[src/design/dscp_pkg.sv]
// Constants shared by the serial command port design
package dscp_pkg;
  // Frame layout
  localparam int FRAME_BITS = 24;
  localparam int ADDR_MSB = 23;
  localparam int ADDR_LSB = 16;
  localparam int WORD_BITS = 16;
  localparam logic [23:0] SHIFT_RESET = 24'h000000;
  localparam logic [7:0] PAD_BYTE = 8'h00;

  // Write function addresses
  localparam logic [7:0] ADDR_IDLE = 8'h00;
  localparam logic [7:0] ADDR_DAC_DATA = 8'h01;
  localparam logic [7:0] ADDR_READ = 8'h02;
  localparam logic [7:0] ADDR_CONTROL = 8'h55;
  localparam logic [7:0] ADDR_RESET = 8'h56;
  localparam logic [7:0] ADDR_CONFIG = 8'h57;
  localparam logic [7:0] ADDR_GAIN = 8'h58;
  localparam logic [7:0] ADDR_ZERO = 8'h59;
  localparam logic [7:0] ADDR_WD_RESTART = 8'h95;
  localparam logic [7:0] ADDR_CRC_CLEAR = 8'h96;

  // Readback select field
  localparam int SEL_BITS = 6;
  localparam logic [1:0] SEL_STATUS = 2'h0;
  localparam logic [1:0] SEL_DAC = 2'h1;
  localparam logic [1:0] SEL_CONTROL = 2'h2;
  localparam logic [5:0] SEL_CONFIG = 6'h0B;
  localparam logic [5:0] SEL_GAIN = 6'h13;
  localparam logic [5:0] SEL_ZERO = 6'h17;

  // Control register fields
  localparam int CTL_CLRSEL = 15;
  localparam int CTL_OUTEN = 12;
  localparam int CTL_RANGE_MSB = 2;
  localparam int CTL_RANGE_LSB = 0;
  // Configuration register fields
  localparam int CFG_ISPAN_MSB = 10;
  localparam int CFG_ISPAN_LSB = 9;
  localparam int CFG_DUAL = 8;
  // Reset command bit
  localparam int RST_BIT = 0;

  // Span codes
  localparam logic [2:0] RANGE_0_5V = 3'h0;
  localparam logic [2:0] RANGE_0_10V = 3'h1;
  localparam logic [2:0] RANGE_PM5V = 3'h2;
  localparam logic [2:0] RANGE_PM10V = 3'h3;
  localparam logic [2:0] RANGE_FORBIDDEN = 3'h4;
  localparam logic [2:0] RANGE_4_20MA = 3'h5;
  localparam logic [2:0] RANGE_0_20MA = 3'h6;
  localparam logic [2:0] RANGE_0_24MA = 3'h7;
  localparam logic [1:0] ISPAN_OFF = 2'h0;
  localparam logic [1:0] ISPAN_4_20MA = 2'h1;
  localparam logic [1:0] ISPAN_0_20MA = 2'h2;
  localparam logic [1:0] ISPAN_0_24MA = 2'h3;

  // Reset and clear values
  localparam logic [15:0] REG_RESET = 16'h0000;
  localparam logic [15:0] CODE_ZERO = 16'h0000;
  localparam logic [15:0] CODE_MID = 16'h8000;

  // Link rate ceiling
  localparam int LINK_MAX_MHZ = 30;
endpackage

[src/design/dscp_link_if.sv]
// Sampled link events passed from the pin sampler to the command core
`timescale 1ns/10ps
interface dscp_link_if;
  logic clk_rise;
  logic clk_fall;
  logic strobe_rise;
  logic data_bit;

  modport sampler (output clk_rise, output clk_fall, output strobe_rise,
    output data_bit);
  modport core (input clk_rise, input clk_fall, input strobe_rise,
    input data_bit);
endinterface

[src/design/dscp_top.sv]
// Serial command front end: shift, commit, decode and readback
//
// Behaviour
// Dual mode: voltage from control, current from config
// Dual voltage span codes; 1xx disables voltage
// Forbidden span 100 rejected, old span held
// Dual current span codes; 00 disables current
// Modem injection only in 4-20 mA span
// Link rated to 30 MHz serial clock; the pins are sampled at mclk, so here the link must stay well under mclk/4
// 24-bit frame, bits taken on rising edges
// Bits 23:16 address, 15:0 data word
// Host shifts exactly 24 bits before strobe
// Shift ignores strobe; strobe rise commits always
// Shift register clears at reset
// Address byte decodes the write functions
// Address 02 starts readback, bits 5:0 select
// Host follows readback with idle frame
// Readback value out MSB first, falling edges
// Low two select bits pick status/data/control
// Full select match for config, gain, zero
// Address 55 writes control register
// Address 01 writes DAC data register
// Span change clears DAC data by clear select; current spans clear to zero whatever the select
// Unknown address acts as idle command
`timescale 1ns/10ps
module dscp_top
(
  // Clock and reset
  input wire logic mclk,
  input wire logic rst,
  // Serial link pins
  input wire logic serial_clk,
  input wire logic serial_in,
  input wire logic frame_strobe,
  output logic serial_out,
  // Fault status from the analog side
  input wire logic [4:0] status_flags,
  // Stored registers
  output logic [15:0] control_word,
  output logic [15:0] config_word,
  output logic [15:0] dac_code,
  output logic [15:0] gain_cal,
  output logic [15:0] zero_cal,
  // Decoded output spans
  output logic voltage_output_enable,
  output logic [2:0] voltage_span,
  output logic current_output_enable,
  output logic [1:0] current_span_select,
  output logic modem_inject_enable,
  // Command pulses
  output logic watchdog_restart,
  output logic crc_error_clear
);
  dscp_link_if link ();
  logic [23:0] shift;
  logic [23:0] out_shift;
  logic [7:0] frame_addr;
  logic [15:0] frame_data;
  logic [15:0] readback;
  logic [15:0] next_control;
  logic [15:0] clear_code;
  logic [2:0] new_range;
  logic dual_output_enable;
  logic soft_reset;

  dscp_sampler u_sampler
  (
    .mclk(mclk),
    .rst(rst),
    .serial_clk(serial_clk),
    .serial_in(serial_in),
    .frame_strobe(frame_strobe),
    .link(link)
  );

  // Sampled at mclk, so the link must stay well under mclk/4 in practice
  // even though the pins are rated higher
  always_ff @(posedge mclk)
  begin
    if (rst)
      shift <= dscp_pkg::SHIFT_RESET;
    else if (link.clk_rise)
      shift <= {shift[dscp_pkg::FRAME_BITS-2:0], link.data_bit};
  end

  // Frame fields
  assign frame_addr = shift[dscp_pkg::ADDR_MSB:dscp_pkg::ADDR_LSB];
  assign frame_data = shift[dscp_pkg::WORD_BITS-1:0];
  assign soft_reset = link.strobe_rise
    && frame_addr == dscp_pkg::ADDR_RESET
    && frame_data[dscp_pkg::RST_BIT];
  assign dual_output_enable = config_word[dscp_pkg::CFG_DUAL];

  // Control write keeps the old span on the forbidden code
  always_comb
  begin
    next_control = frame_data;
    if (frame_data[dscp_pkg::CTL_RANGE_MSB:dscp_pkg::CTL_RANGE_LSB]
      == dscp_pkg::RANGE_FORBIDDEN)
      next_control[dscp_pkg::CTL_RANGE_MSB:dscp_pkg::CTL_RANGE_LSB] =
        control_word[dscp_pkg::CTL_RANGE_MSB:dscp_pkg::CTL_RANGE_LSB];

  end
  assign new_range =
    next_control[dscp_pkg::CTL_RANGE_MSB:dscp_pkg::CTL_RANGE_LSB];

  // Clear value for the new span and clear select
  always_comb
  begin
    clear_code = dscp_pkg::CODE_ZERO;
    if (new_range == dscp_pkg::RANGE_PM5V
      || new_range == dscp_pkg::RANGE_PM10V)
      clear_code = next_control[dscp_pkg::CTL_CLRSEL]
        ? dscp_pkg::CODE_ZERO : dscp_pkg::CODE_MID;
    else if (!new_range[2])
      clear_code = next_control[dscp_pkg::CTL_CLRSEL]
        ? dscp_pkg::CODE_MID : dscp_pkg::CODE_ZERO;
  end

  // Register writes on strobe rise; unknown addresses change nothing
  always_ff @(posedge mclk)
  begin
    if (rst || soft_reset)
    begin
      control_word <= dscp_pkg::REG_RESET;
      config_word <= dscp_pkg::REG_RESET;
      dac_code <= dscp_pkg::REG_RESET;
      gain_cal <= dscp_pkg::REG_RESET;
      zero_cal <= dscp_pkg::REG_RESET;
    end
    else if (link.strobe_rise)
    begin
      unique case (frame_addr)
        dscp_pkg::ADDR_DAC_DATA: dac_code <= frame_data;
        dscp_pkg::ADDR_CONTROL:
        begin
          control_word <= next_control;
          if (new_range != control_word[dscp_pkg::CTL_RANGE_MSB:
            dscp_pkg::CTL_RANGE_LSB])
            dac_code <= clear_code;
        end
        dscp_pkg::ADDR_CONFIG: config_word <= frame_data;
        dscp_pkg::ADDR_GAIN: gain_cal <= frame_data;
        dscp_pkg::ADDR_ZERO: zero_cal <= frame_data;
        default: ;
      endcase
    end
  end

  // Command pulses last one mclk cycle
  always_ff @(posedge mclk)
  begin
    if (rst)
    begin
      watchdog_restart <= 1'b0;
      crc_error_clear <= 1'b0;
    end
    else
    begin
      watchdog_restart <= link.strobe_rise
        && frame_addr == dscp_pkg::ADDR_WD_RESTART;
      crc_error_clear <= link.strobe_rise
        && frame_addr == dscp_pkg::ADDR_CRC_CLEAR;
    end
  end

  // Readback mux: full codes first, then low-bit matches
  always_comb
  begin
    readback = dscp_pkg::REG_RESET;
    if (frame_data[dscp_pkg::SEL_BITS-1:0] == dscp_pkg::SEL_CONFIG)
      readback = config_word;
    else if (frame_data[dscp_pkg::SEL_BITS-1:0] == dscp_pkg::SEL_GAIN)
      readback = gain_cal;
    else if (frame_data[dscp_pkg::SEL_BITS-1:0] == dscp_pkg::SEL_ZERO)
      readback = zero_cal;
    else if (frame_data[1:0] == dscp_pkg::SEL_STATUS)
      readback = {11'h000, status_flags};
    else if (frame_data[1:0] == dscp_pkg::SEL_DAC)
      readback = dac_code;
    else if (frame_data[1:0] == dscp_pkg::SEL_CONTROL)
      readback = control_word;
  end

  // Output shifter; a host that skips the idle frame reads stale bits
  always_ff @(posedge mclk)
  begin
    if (rst)
      out_shift <= dscp_pkg::SHIFT_RESET;
    else if (link.strobe_rise)
      out_shift <= (frame_addr == dscp_pkg::ADDR_READ)
        ? {readback, dscp_pkg::PAD_BYTE}
        : dscp_pkg::SHIFT_RESET;
    else if (link.clk_fall)
      out_shift <= {out_shift[dscp_pkg::FRAME_BITS-2:0], 1'b0};
  end

  // Pin follows the shifter MSB through one flop
  always_ff @(posedge mclk)
  begin
    if (rst)
      serial_out <= 1'b0;
    else
      serial_out <= out_shift[dscp_pkg::FRAME_BITS-1];
  end

  // Span decode, registered
  always_ff @(posedge mclk)
  begin
    if (rst)
    begin
      voltage_output_enable <= 1'b0;
      voltage_span <= dscp_pkg::RANGE_0_5V;
      current_output_enable <= 1'b0;
      current_span_select <= dscp_pkg::ISPAN_OFF;
      modem_inject_enable <= 1'b0;
    end
    else if (dual_output_enable)
    begin
      // Voltage from control, current from config
      voltage_span <= control_word[dscp_pkg::CTL_RANGE_MSB:
        dscp_pkg::CTL_RANGE_LSB];
      voltage_output_enable <= control_word[dscp_pkg::CTL_OUTEN]
        && !control_word[dscp_pkg::CTL_RANGE_MSB];
      current_span_select <= config_word[dscp_pkg::CFG_ISPAN_MSB:
        dscp_pkg::CFG_ISPAN_LSB];
      current_output_enable <= control_word[dscp_pkg::CTL_OUTEN]
        && config_word[dscp_pkg::CFG_ISPAN_MSB:dscp_pkg::CFG_ISPAN_LSB]
        != dscp_pkg::ISPAN_OFF;
      modem_inject_enable <= control_word[dscp_pkg::CTL_OUTEN]
        && config_word[dscp_pkg::CFG_ISPAN_MSB:dscp_pkg::CFG_ISPAN_LSB]
        == dscp_pkg::ISPAN_4_20MA;
    end
    else
    begin
      // One range field picks either a voltage or a current span
      voltage_span <= control_word[dscp_pkg::CTL_RANGE_MSB:
        dscp_pkg::CTL_RANGE_LSB];
      voltage_output_enable <= control_word[dscp_pkg::CTL_OUTEN]
        && !control_word[dscp_pkg::CTL_RANGE_MSB];
      current_output_enable <= control_word[dscp_pkg::CTL_OUTEN]
        && control_word[dscp_pkg::CTL_RANGE_MSB];
      unique case (control_word[dscp_pkg::CTL_RANGE_MSB:
        dscp_pkg::CTL_RANGE_LSB])
        dscp_pkg::RANGE_4_20MA: current_span_select <= dscp_pkg::ISPAN_4_20MA;
        dscp_pkg::RANGE_0_20MA: current_span_select <= dscp_pkg::ISPAN_0_20MA;
        dscp_pkg::RANGE_0_24MA: current_span_select <= dscp_pkg::ISPAN_0_24MA;
        default: current_span_select <= dscp_pkg::ISPAN_OFF;
      endcase
      modem_inject_enable <= control_word[dscp_pkg::CTL_OUTEN]
        && control_word[dscp_pkg::CTL_RANGE_MSB:dscp_pkg::CTL_RANGE_LSB]
        == dscp_pkg::RANGE_4_20MA;
    end
  end
endmodule // dscp_top

[src/design/dscp_sampler.sv]
// Pin synchronisers and edge finders for the serial link
`timescale 1ns/10ps
module dscp_sampler
(
  // Clock and reset
  input wire logic mclk,
  input wire logic rst,
  // Raw pins
  input wire logic serial_clk,
  input wire logic serial_in,
  input wire logic frame_strobe,
  // Sampled events
  dscp_link_if.sampler link
);
  logic [1:0] sync_clk;
  logic [1:0] sync_in;
  logic [1:0] sync_strobe;
  logic last_clk;
  logic last_strobe;

  // Two stages per pin; only the second stage is read
  always_ff @(posedge mclk)
  begin
    if (rst)
    begin
      sync_clk <= 2'h0;
      sync_in <= 2'h0;
      sync_strobe <= 2'h0;
    end
    else
    begin
      sync_clk <= {sync_clk[0], serial_clk};
      sync_in <= {sync_in[0], serial_in};
      sync_strobe <= {sync_strobe[0], frame_strobe};
    end
  end

  // History for edge finding
  always_ff @(posedge mclk)
  begin
    if (rst)
    begin
      last_clk <= 1'b0;
      last_strobe <= 1'b0;
    end
    else
    begin
      last_clk <= sync_clk[1];
      last_strobe <= sync_strobe[1];
    end
  end

  // Data bit is aligned with the clock edge it is taken on
  assign link.clk_rise = sync_clk[1] & ~last_clk;
  assign link.clk_fall = ~sync_clk[1] & last_clk;
  assign link.strobe_rise = sync_strobe[1] & ~last_strobe;
  assign link.data_bit = sync_in[1];
endmodule // dscp_sampler

[config.mk]
export PLATFORM = sky130hd
export DESIGN_NAME = dscp_top
export DESIGN_NICKNAME = d
export VERILOG_FILES = /design/src/design/dscp_pkg.sv /design/src/design/dscp_link_if.sv /design/src/design/dscp_top.sv /design/src/design/dscp_sampler.sv
export SDC_FILE = /design/constraint.sdc
export NUM_CORES = 1
export LEC_CHECK = 0
export BUFFER_PORTS_ARGS = -buffer_cell sky130_fd_sc_hd__buf_4
export CAP_MARGIN = 0
export CORE_MARGIN = 8
export CORE_UTILIZATION = 50
export DETAILED_ROUTE_END_ITERATION = 10
export PLACE_DENSITY = 0.73
export REMOVE_ABC_BUFFERS = 1
export SYNTH_ARGS = -nofsm -noshare
export SYNTH_HDL_FRONTEND = slang
export SYNTH_SLANG_ARGS = --single-unit
[constraint.sdc]
create_clock -name mclk -period 1.82 [get_ports mclk]
set_input_delay 0.364 -clock mclk [delete_from_list [all_inputs] [get_ports mclk]]
set_output_delay 0.364 -clock mclk [all_outputs]
set_load 0.05 [all_outputs]
# Yosys cells after proc, flatten, opt, wreduce, memory -nomap -nowiden
# Cells that the tools add are included.
op_classes:
  muxes: 20
  bitwise: 6
  reduce_logical: 21
  eq_ne: 23
op_table:
  columns: ["op", "n"]
  rows:
  - ["$mux 16", 11]
  - ["$mux 24", 3]
  - ["$eq 8x7->1 const B", 5]
  - ["$pmux 16 s2", 1]
  - ["$eq 8x8->1 const B", 2]
  - ["$eq 3x3->1 const B", 4]
  - ["$eq 6x5->1 const B", 2]
  - ["$logic_and 1x1->1", 9]
  - ["$eq 8x1->1 const B", 1]
  - ["$eq 8x2->1 const B", 1]
  - ["$reduce_and 2->1", 4]
  - ["$eq 3x2->1 const B", 2]
  - ["$eq 6x4->1 const B", 1]
  - ["$pmux 2 s3", 1]
  - ["$reduce_bool 2->1", 3]
  - ["$eq 2x1->1 const B", 2]
  - ["$and 1x1->1", 3]
  - ["$mux 3", 1]
  - ["$ne 3x3->1", 1]
  - ["$not 1->1", 3]
  - ["$reduce_and 3->1", 1]
  - ["$eq 2x2->1 const B", 1]
  - ["$logic_not 2->1", 1]
  - ["$logic_or 1x1->1", 2]
  - ["4 further kinds", 5]
word_totals:
  elab_cells: 90
  regBits: 147
  output_inout_bits: 91

# Longest topological paths before layout
depth:
  word_depth: 9
  mapped_depth: 8
  ltp_nobuf: 5

# Modules after synthesis
# Synthesis repeated with hierarchy kept, for this count alone.
hier_totals:
  cells_unflattened: 674
  hier_area_um2: 5875.6
by_module_without_submodules:
  columns: ["mod", "cells_each", "area_per_inst_um2", "instances"]
  rows:
  - ["dscp_top", 655, 5646.7, 1]
  - ["dscp_sampler", 19, 229.0, 1]

# Worst setup path after synthesis
# OpenSTA, ideal clock, no wires.
synth_timing:
  kind: "register to register"
  startpoint: "register control_word[2]"
  endpoint: "register dac_code[0]"
  path_buffers: 2
  path_slack_ns: -0.495
  path_stages_with_launch: 8
  setup_time_ns: 0.072
  arrival_ns: 2.243
  period_less_slack_ns: 2.315
  path_cell_list: "dfxtp_1 -> clkbuf_1 -> inv_1 -> o21ai_0 -> o22ai_1 -> a2111oi_4 -> buf_6 -> mux2i_1"
synth_between:
  elab_chain_len: 6
  word_cells_on_any_way: 11
  cone_classes: "eq/ne (4); mux (5); reduce/logical (2)"
synth_lines:
  columns: ["item", "line", "rtl"]
  rows:
  - ["start: declaration", "dscp_top.sv:39", "output logic [15:0] control_word,"]
  - ["start signal: assignment", "dscp_top.sv:125", "control_word <= dscp_pkg::REG_RESET;"]
  - ["start signal: assignment", "dscp_top.sv:137", "control_word <= next_control;"]
  - ["$mux 3", "dscp_top.sv:98", "if (frame_data[dscp_pkg::CTL_RANGE_MSB:dscp_pkg::CTL_RANGE_LSB]"]
  - ["$eq 3x2->1, on equally long branches", "dscp_top.sv:111, dscp_top.sv:112", null]
  - ["$logic_or 1x1->1", "dscp_top.sv:112", "|| new_range == dscp_pkg::RANGE_PM10V)"]
  - ["$mux 16", "dscp_top.sv:111", "if (new_range == dscp_pkg::RANGE_PM5V"]
  - ["$mux 16", "dscp_top.sv:138", "if (new_range != control_word[dscp_pkg::CTL_RANGE_MSB:"]
  - ["$pmux 16 s2", "dscp_top.sv:133", "unique case (frame_addr)"]
  - ["end signal: assignment", "dscp_top.sv:127", "dac_code <= dscp_pkg::REG_RESET;"]
  - ["end signal: assignment", "dscp_top.sv:134", "dscp_pkg::ADDR_DAC_DATA: dac_code <= frame_data;"]
  - ["end signal: assignment", "dscp_top.sv:140", "dac_code <= clear_code;"]
  - ["end: declaration", "dscp_top.sv:41", "output logic [15:0] dac_code,"]
# Parallel ways exist; a longest one is shown, timed or not. The select of a mux whose other input is x is not followed.
# A chain may end at the register's enable or synchronous reset.

# Worst setup path after layout
layout_timing:
  startpoint: "register shift[23]"
  endpoint: "register dac_code[10]"
layout_between:
  elab_chain_len: 4
  word_cells_on_any_way: 10
  cone_classes: "eq/ne (4); mux (1); reduce/logical (5)"
layout_lines:
  columns: ["item", "line", "rtl"]
  rows:
  - ["start: declaration", "dscp_top.sv:55", "logic [23:0] shift;"]
  - ["start signal: assignment", "dscp_top.sv:81", "shift <= dscp_pkg::SHIFT_RESET;"]
  - ["start signal: assignment", "dscp_top.sv:83", "shift <= {shift[dscp_pkg::FRAME_BITS-2:0], link.data_bit};"]
  - ["parallel branches: the longest is 4 deep, another holds $eq 8x7->1", null, null]
# Several ways; the timed one is not identified.

==> metrics.md <==
| Metric | Value |
|---|---|
| Largest net degree at the start of global routing | 45 |
| Worst Max-Slew Pin Slew | 0.534 ns |
| Post-route ant nets | 0 |
| FF-to-FF path depth | 6 |
| Final Worst Setup Slack | -0.239 ns |
| Initial antenna violation count | 0 |
| Pwr Density | 783 mW/mm² |
| Pre-antenna DRT Iters | 6 |
| Yosys reg bits | 139 |
| Critical Path RT | 2.17 ns |
| Library cells used by synthesis | 45 |
| Most frequent cells in the layout | buf_4 (153), dfxtp_1 (134), nand2_1 (128) |
| H-tree depth | 4 |
| Ys async rst share | 0% |
| Crit path buf inv count | 3 |
| Avg WL per Cell | 23.2 µm |
| Placer Congestion | 0.874 |
| First-pass GRT wire length | 29,700 µm |
| Synth Cell Area | 0.00592 mm² |
| Core area | 0.0115 mm² |
| Row count | 39 |
| RSZ-0062 raised after global routing | yes |
| Die area | 0.0156 mm² |
| Setup crit start kind | flip-flop |
| Layout net count | 881 |
| Hold Slack | 0.147 ns |
| Number of global-route vias before repair | 5,643 |
| Outcome | finished, violations left |
| Reg2reg start | shift[23]$_SDFFE_PP0P_ |
| CTS clock-pin slew for the worst setup and hold paths | 0.06 ns |
| Max-Cap Viols | 0 |
| Sequential area share after synthesis | 47.0% |
| Share of cells above drive strength 1 | 38.7% |
| Gr ovfl total | 0 |
| Final setup fails | 87 |
| Violated checks | negative setup slack |
| Crit Path Class | flip-flop to flip-flop |
| DR DRC count | 0 |
| Hold Path Cell Cnt | 2 |
| CTS Buffer Depth | 2 |
| Antenna cell count | 0 |
| Hold crit path type | input port to flip-flop |
| Vias | 6,457 |
| Area of the multi-input gates | 0.00343 mm² |
| Final Hold Fails | 0 |
| Post-Synthesis Cells | 713 |
| Design Power | 0.00697 W |
| Critical path's slowest cell | or4_4 |
| Slew margin rel. | 64.2% |
| CTS buffer count | 17 |
| DR vias/cell | 6.29 |
| P_leak | 3.98 nW |
| Starting Density | 51.6% |
| CP max FO | 7 |
| Maximum VDD drop | 0.758 mV |
| Ys flop type | dfxtp_1 |
| Syn Area/Cell | 8.30 µm² |
| Total Wirelength | 23,800 µm |
| Commonest non-fill, non-tap cell in the layout | buf_4 |
| Final Max Tran Viols | 0 |
| Critical R2R Capture | dac_code[10]$_SDFFE_PP0P_ |
| CP cell instances | or4_4, buf_6, a2111oi_4, buf_4, clkbuf_16, mux2i_1 |
| Family with the most delay on the worst path | simple AND/OR/NAND/NOR gates |
| Max incr delay on CP | 0.55 ns |
| Hold_sp | serial_in |
| CTS Sinks | 139 |
| Period minus WS final | 2.06 ns |
| Hold Path End | u_sampler.sync_in[0]$_SDFF_PP0_ |
| Initial DRC count | 923 |
| EDFF count, synth | 0 |
| Final period utilization | 113% |
| Reg2reg setup slack | -0.24 ns |
| Fill cells | 696 |
| Hpwl dp | 13,100 µm |
| Clk root buf | clkbuf_16 |
| Crit path DAT | 2.41 ns |
| Fmax | 486 MHz |
| Ys Warns | 0 |
| Worst Setup End Kind | flip-flop |
| Port bufs | 100 |
| Die width | 125 µm |
| CTS tree | yes |
| Tot GR Track Use | 23.5% |
| Die height | 125 µm |
| Sequential Area | 0.00279 mm² |
| I/O Pins | 101 |
| Final Skew | 0.0102 ns |
| Synth-to-Final Area Change | 50.4% |
| Clk Latency, worst-skew pair | 0.43 ns |
## registers in the layout, summed over array words and instances, names as in the netlist, 2 cells and up
| signal | count |
|---|---|
| u_sampler.sync_clk | 2 |
| out_shift | 16 |
| u_sampler.sync_in | 2 |
| config_word | 16 |
| voltage_span | 3 |
| control_word | 16 |
| zero_cal | 16 |
| u_sampler.sync_strobe | 2 |
| shift | 24 |
| current_span_select | 2 |
| dac_code | 16 |
| gain_cal | 16 |
## where the power goes
part / leakage (nW) / switching (W) / internal (W)
registers: 1.12 / 0.0000162 / 0.00307
clock network: 0.296 / 0.00135 / 0.00216
logic: 2.55 / 0.000218 / 0.000154
total: 3.98 / 0.00159 / 0.00539
## Yosys cell counts, types with 3 or more instances
cell type / number / share of area [%]
buf_2: 9 / 0.76
nor2b_1: 18 / 1.9
a211oi_1: 3 / 0.38
clkbuf_1: 40 / 2.5
o21a_1: 13 / 1.6
nand4_1: 6 / 0.63
dfxtp_1: 139 / 47
nor4_1: 10 / 1.1
and3b_1: 3 / 0.44
mux2i_1: 58 / 9.8
nand2b_1: 6 / 0.63
nor2_1: 81 / 5.1
a22oi_1: 12 / 1.5
and3_1: 7 / 0.74
nand2_1: 153 / 9.7
buf_6: 3 / 0.57
a221oi_1: 12 / 1.8
inv_1: 4 / 0.25
o21ai_0: 29 / 2.5
a21oi_1: 59 / 5.0
nand3_1: 10 / 0.85
o2bb2ai_1: 4 / 0.59
buf_1: 7 / 0.44
## metal layers
metal | GRT usage, % | vias up | share of wire [%]
met5 | 0 | - | 0
li1 | - | 2777 | -
met2 | 38.5 | 497 | 47
met1 | 28.3 | 3047 | 36
met3 | 6.72 | 136 | 12
met4 | 9.66 | 0 | 4.8
## worst register-to-register path, delay by kind of cell (launching register included)
family / cells / cell delay, ns
mux: 1 / 0.21
compound gates: 1 / 0.40
buf+inv: 3 / 0.51
flops: 1 / 0.33
simple gates: 1 / 0.55
## what timing repair did
| action | 4_1_cts | 5_1_grt |
|---|---|---|
| gates resized for setup | 16 | 156 |
| hold buffers | 0 | 0 |
| pin swaps | 5 | 59 |
| gates cloned | 0 | 16 |
| setup buffers | 0 | 21 |
| setup endpoints to repair | 83 | 96 |
| endpoints found under the hold margin | 0 | 0 |
## final cells by class
cell class	instances	area share [%]
clock buffer	22	5.44
clock inverter	10	1.28
inverter	4	0.169
multi-input combinational	510	38.5
sequential	139	31.3
tap	143	2.01
timing repair buffer	199	21.3
## logic make-up after synthesis
family	after synthesis	synth area share, %
AOI/OAI and AO/OA	141	15.0
and+or+nand+nor	310	23.4
DFF	139	47.0
muxes	58	9.81
buffers and inverters	65	4.78
## worst max path at each step
| stage | cells past startpoint | endpoint | slack, ns | from |
|---|---|---|---|---|
| global placement | 8 | zero_cal[10]$_SDFFE_PP0P_ | -0.02 | shift[23]$_SDFFE_PP0P_ |
| global route | 7 | dac_code[7]$_SDFFE_PP0P_ | -0.29 | u_sampler.last_strobe$_SDFF_PP0_ |
| floorplan | 5 | dac_code[0]$_SDFFE_PP0P_ | -0.66 | control_word[2]$_SDFFE_PP0P_ |
| CTS | 8 | dac_code[11]$_SDFFE_PP0P_ | -0.12 | shift[19]$_SDFFE_PP0P_ |
| detailed placement | 8 | dac_code[15]$_SDFFE_PP0P_ | -0.12 | shift[19]$_SDFFE_PP0P_ |
| finish | 6 | dac_code[10]$_SDFFE_PP0P_ | -0.24 | shift[23]$_SDFFE_PP0P_ |
## metrics by stage
stage / std cells / TNS [ns] / cell area [µm²] / worst slack (ns) / utilization, %
after floorplan: 652 / -27.30 / 5650 / -0.659 / -
after global placement: 959 / -0.580 / 7150 / -0.0230 / 62.4
after detailed placement: 959 / -2.79 / 7150 / -0.118 / 62.4
after CTS: 990 / -0.820 / 7810 / -0.125 / 68.1
after global routing: 1027 / -14.40 / 8900 / -0.293 / 77.6
final: 1027 / -10.98 / 8900 / -0.239 / 77.6
Power figures use the tool's default switching activity.
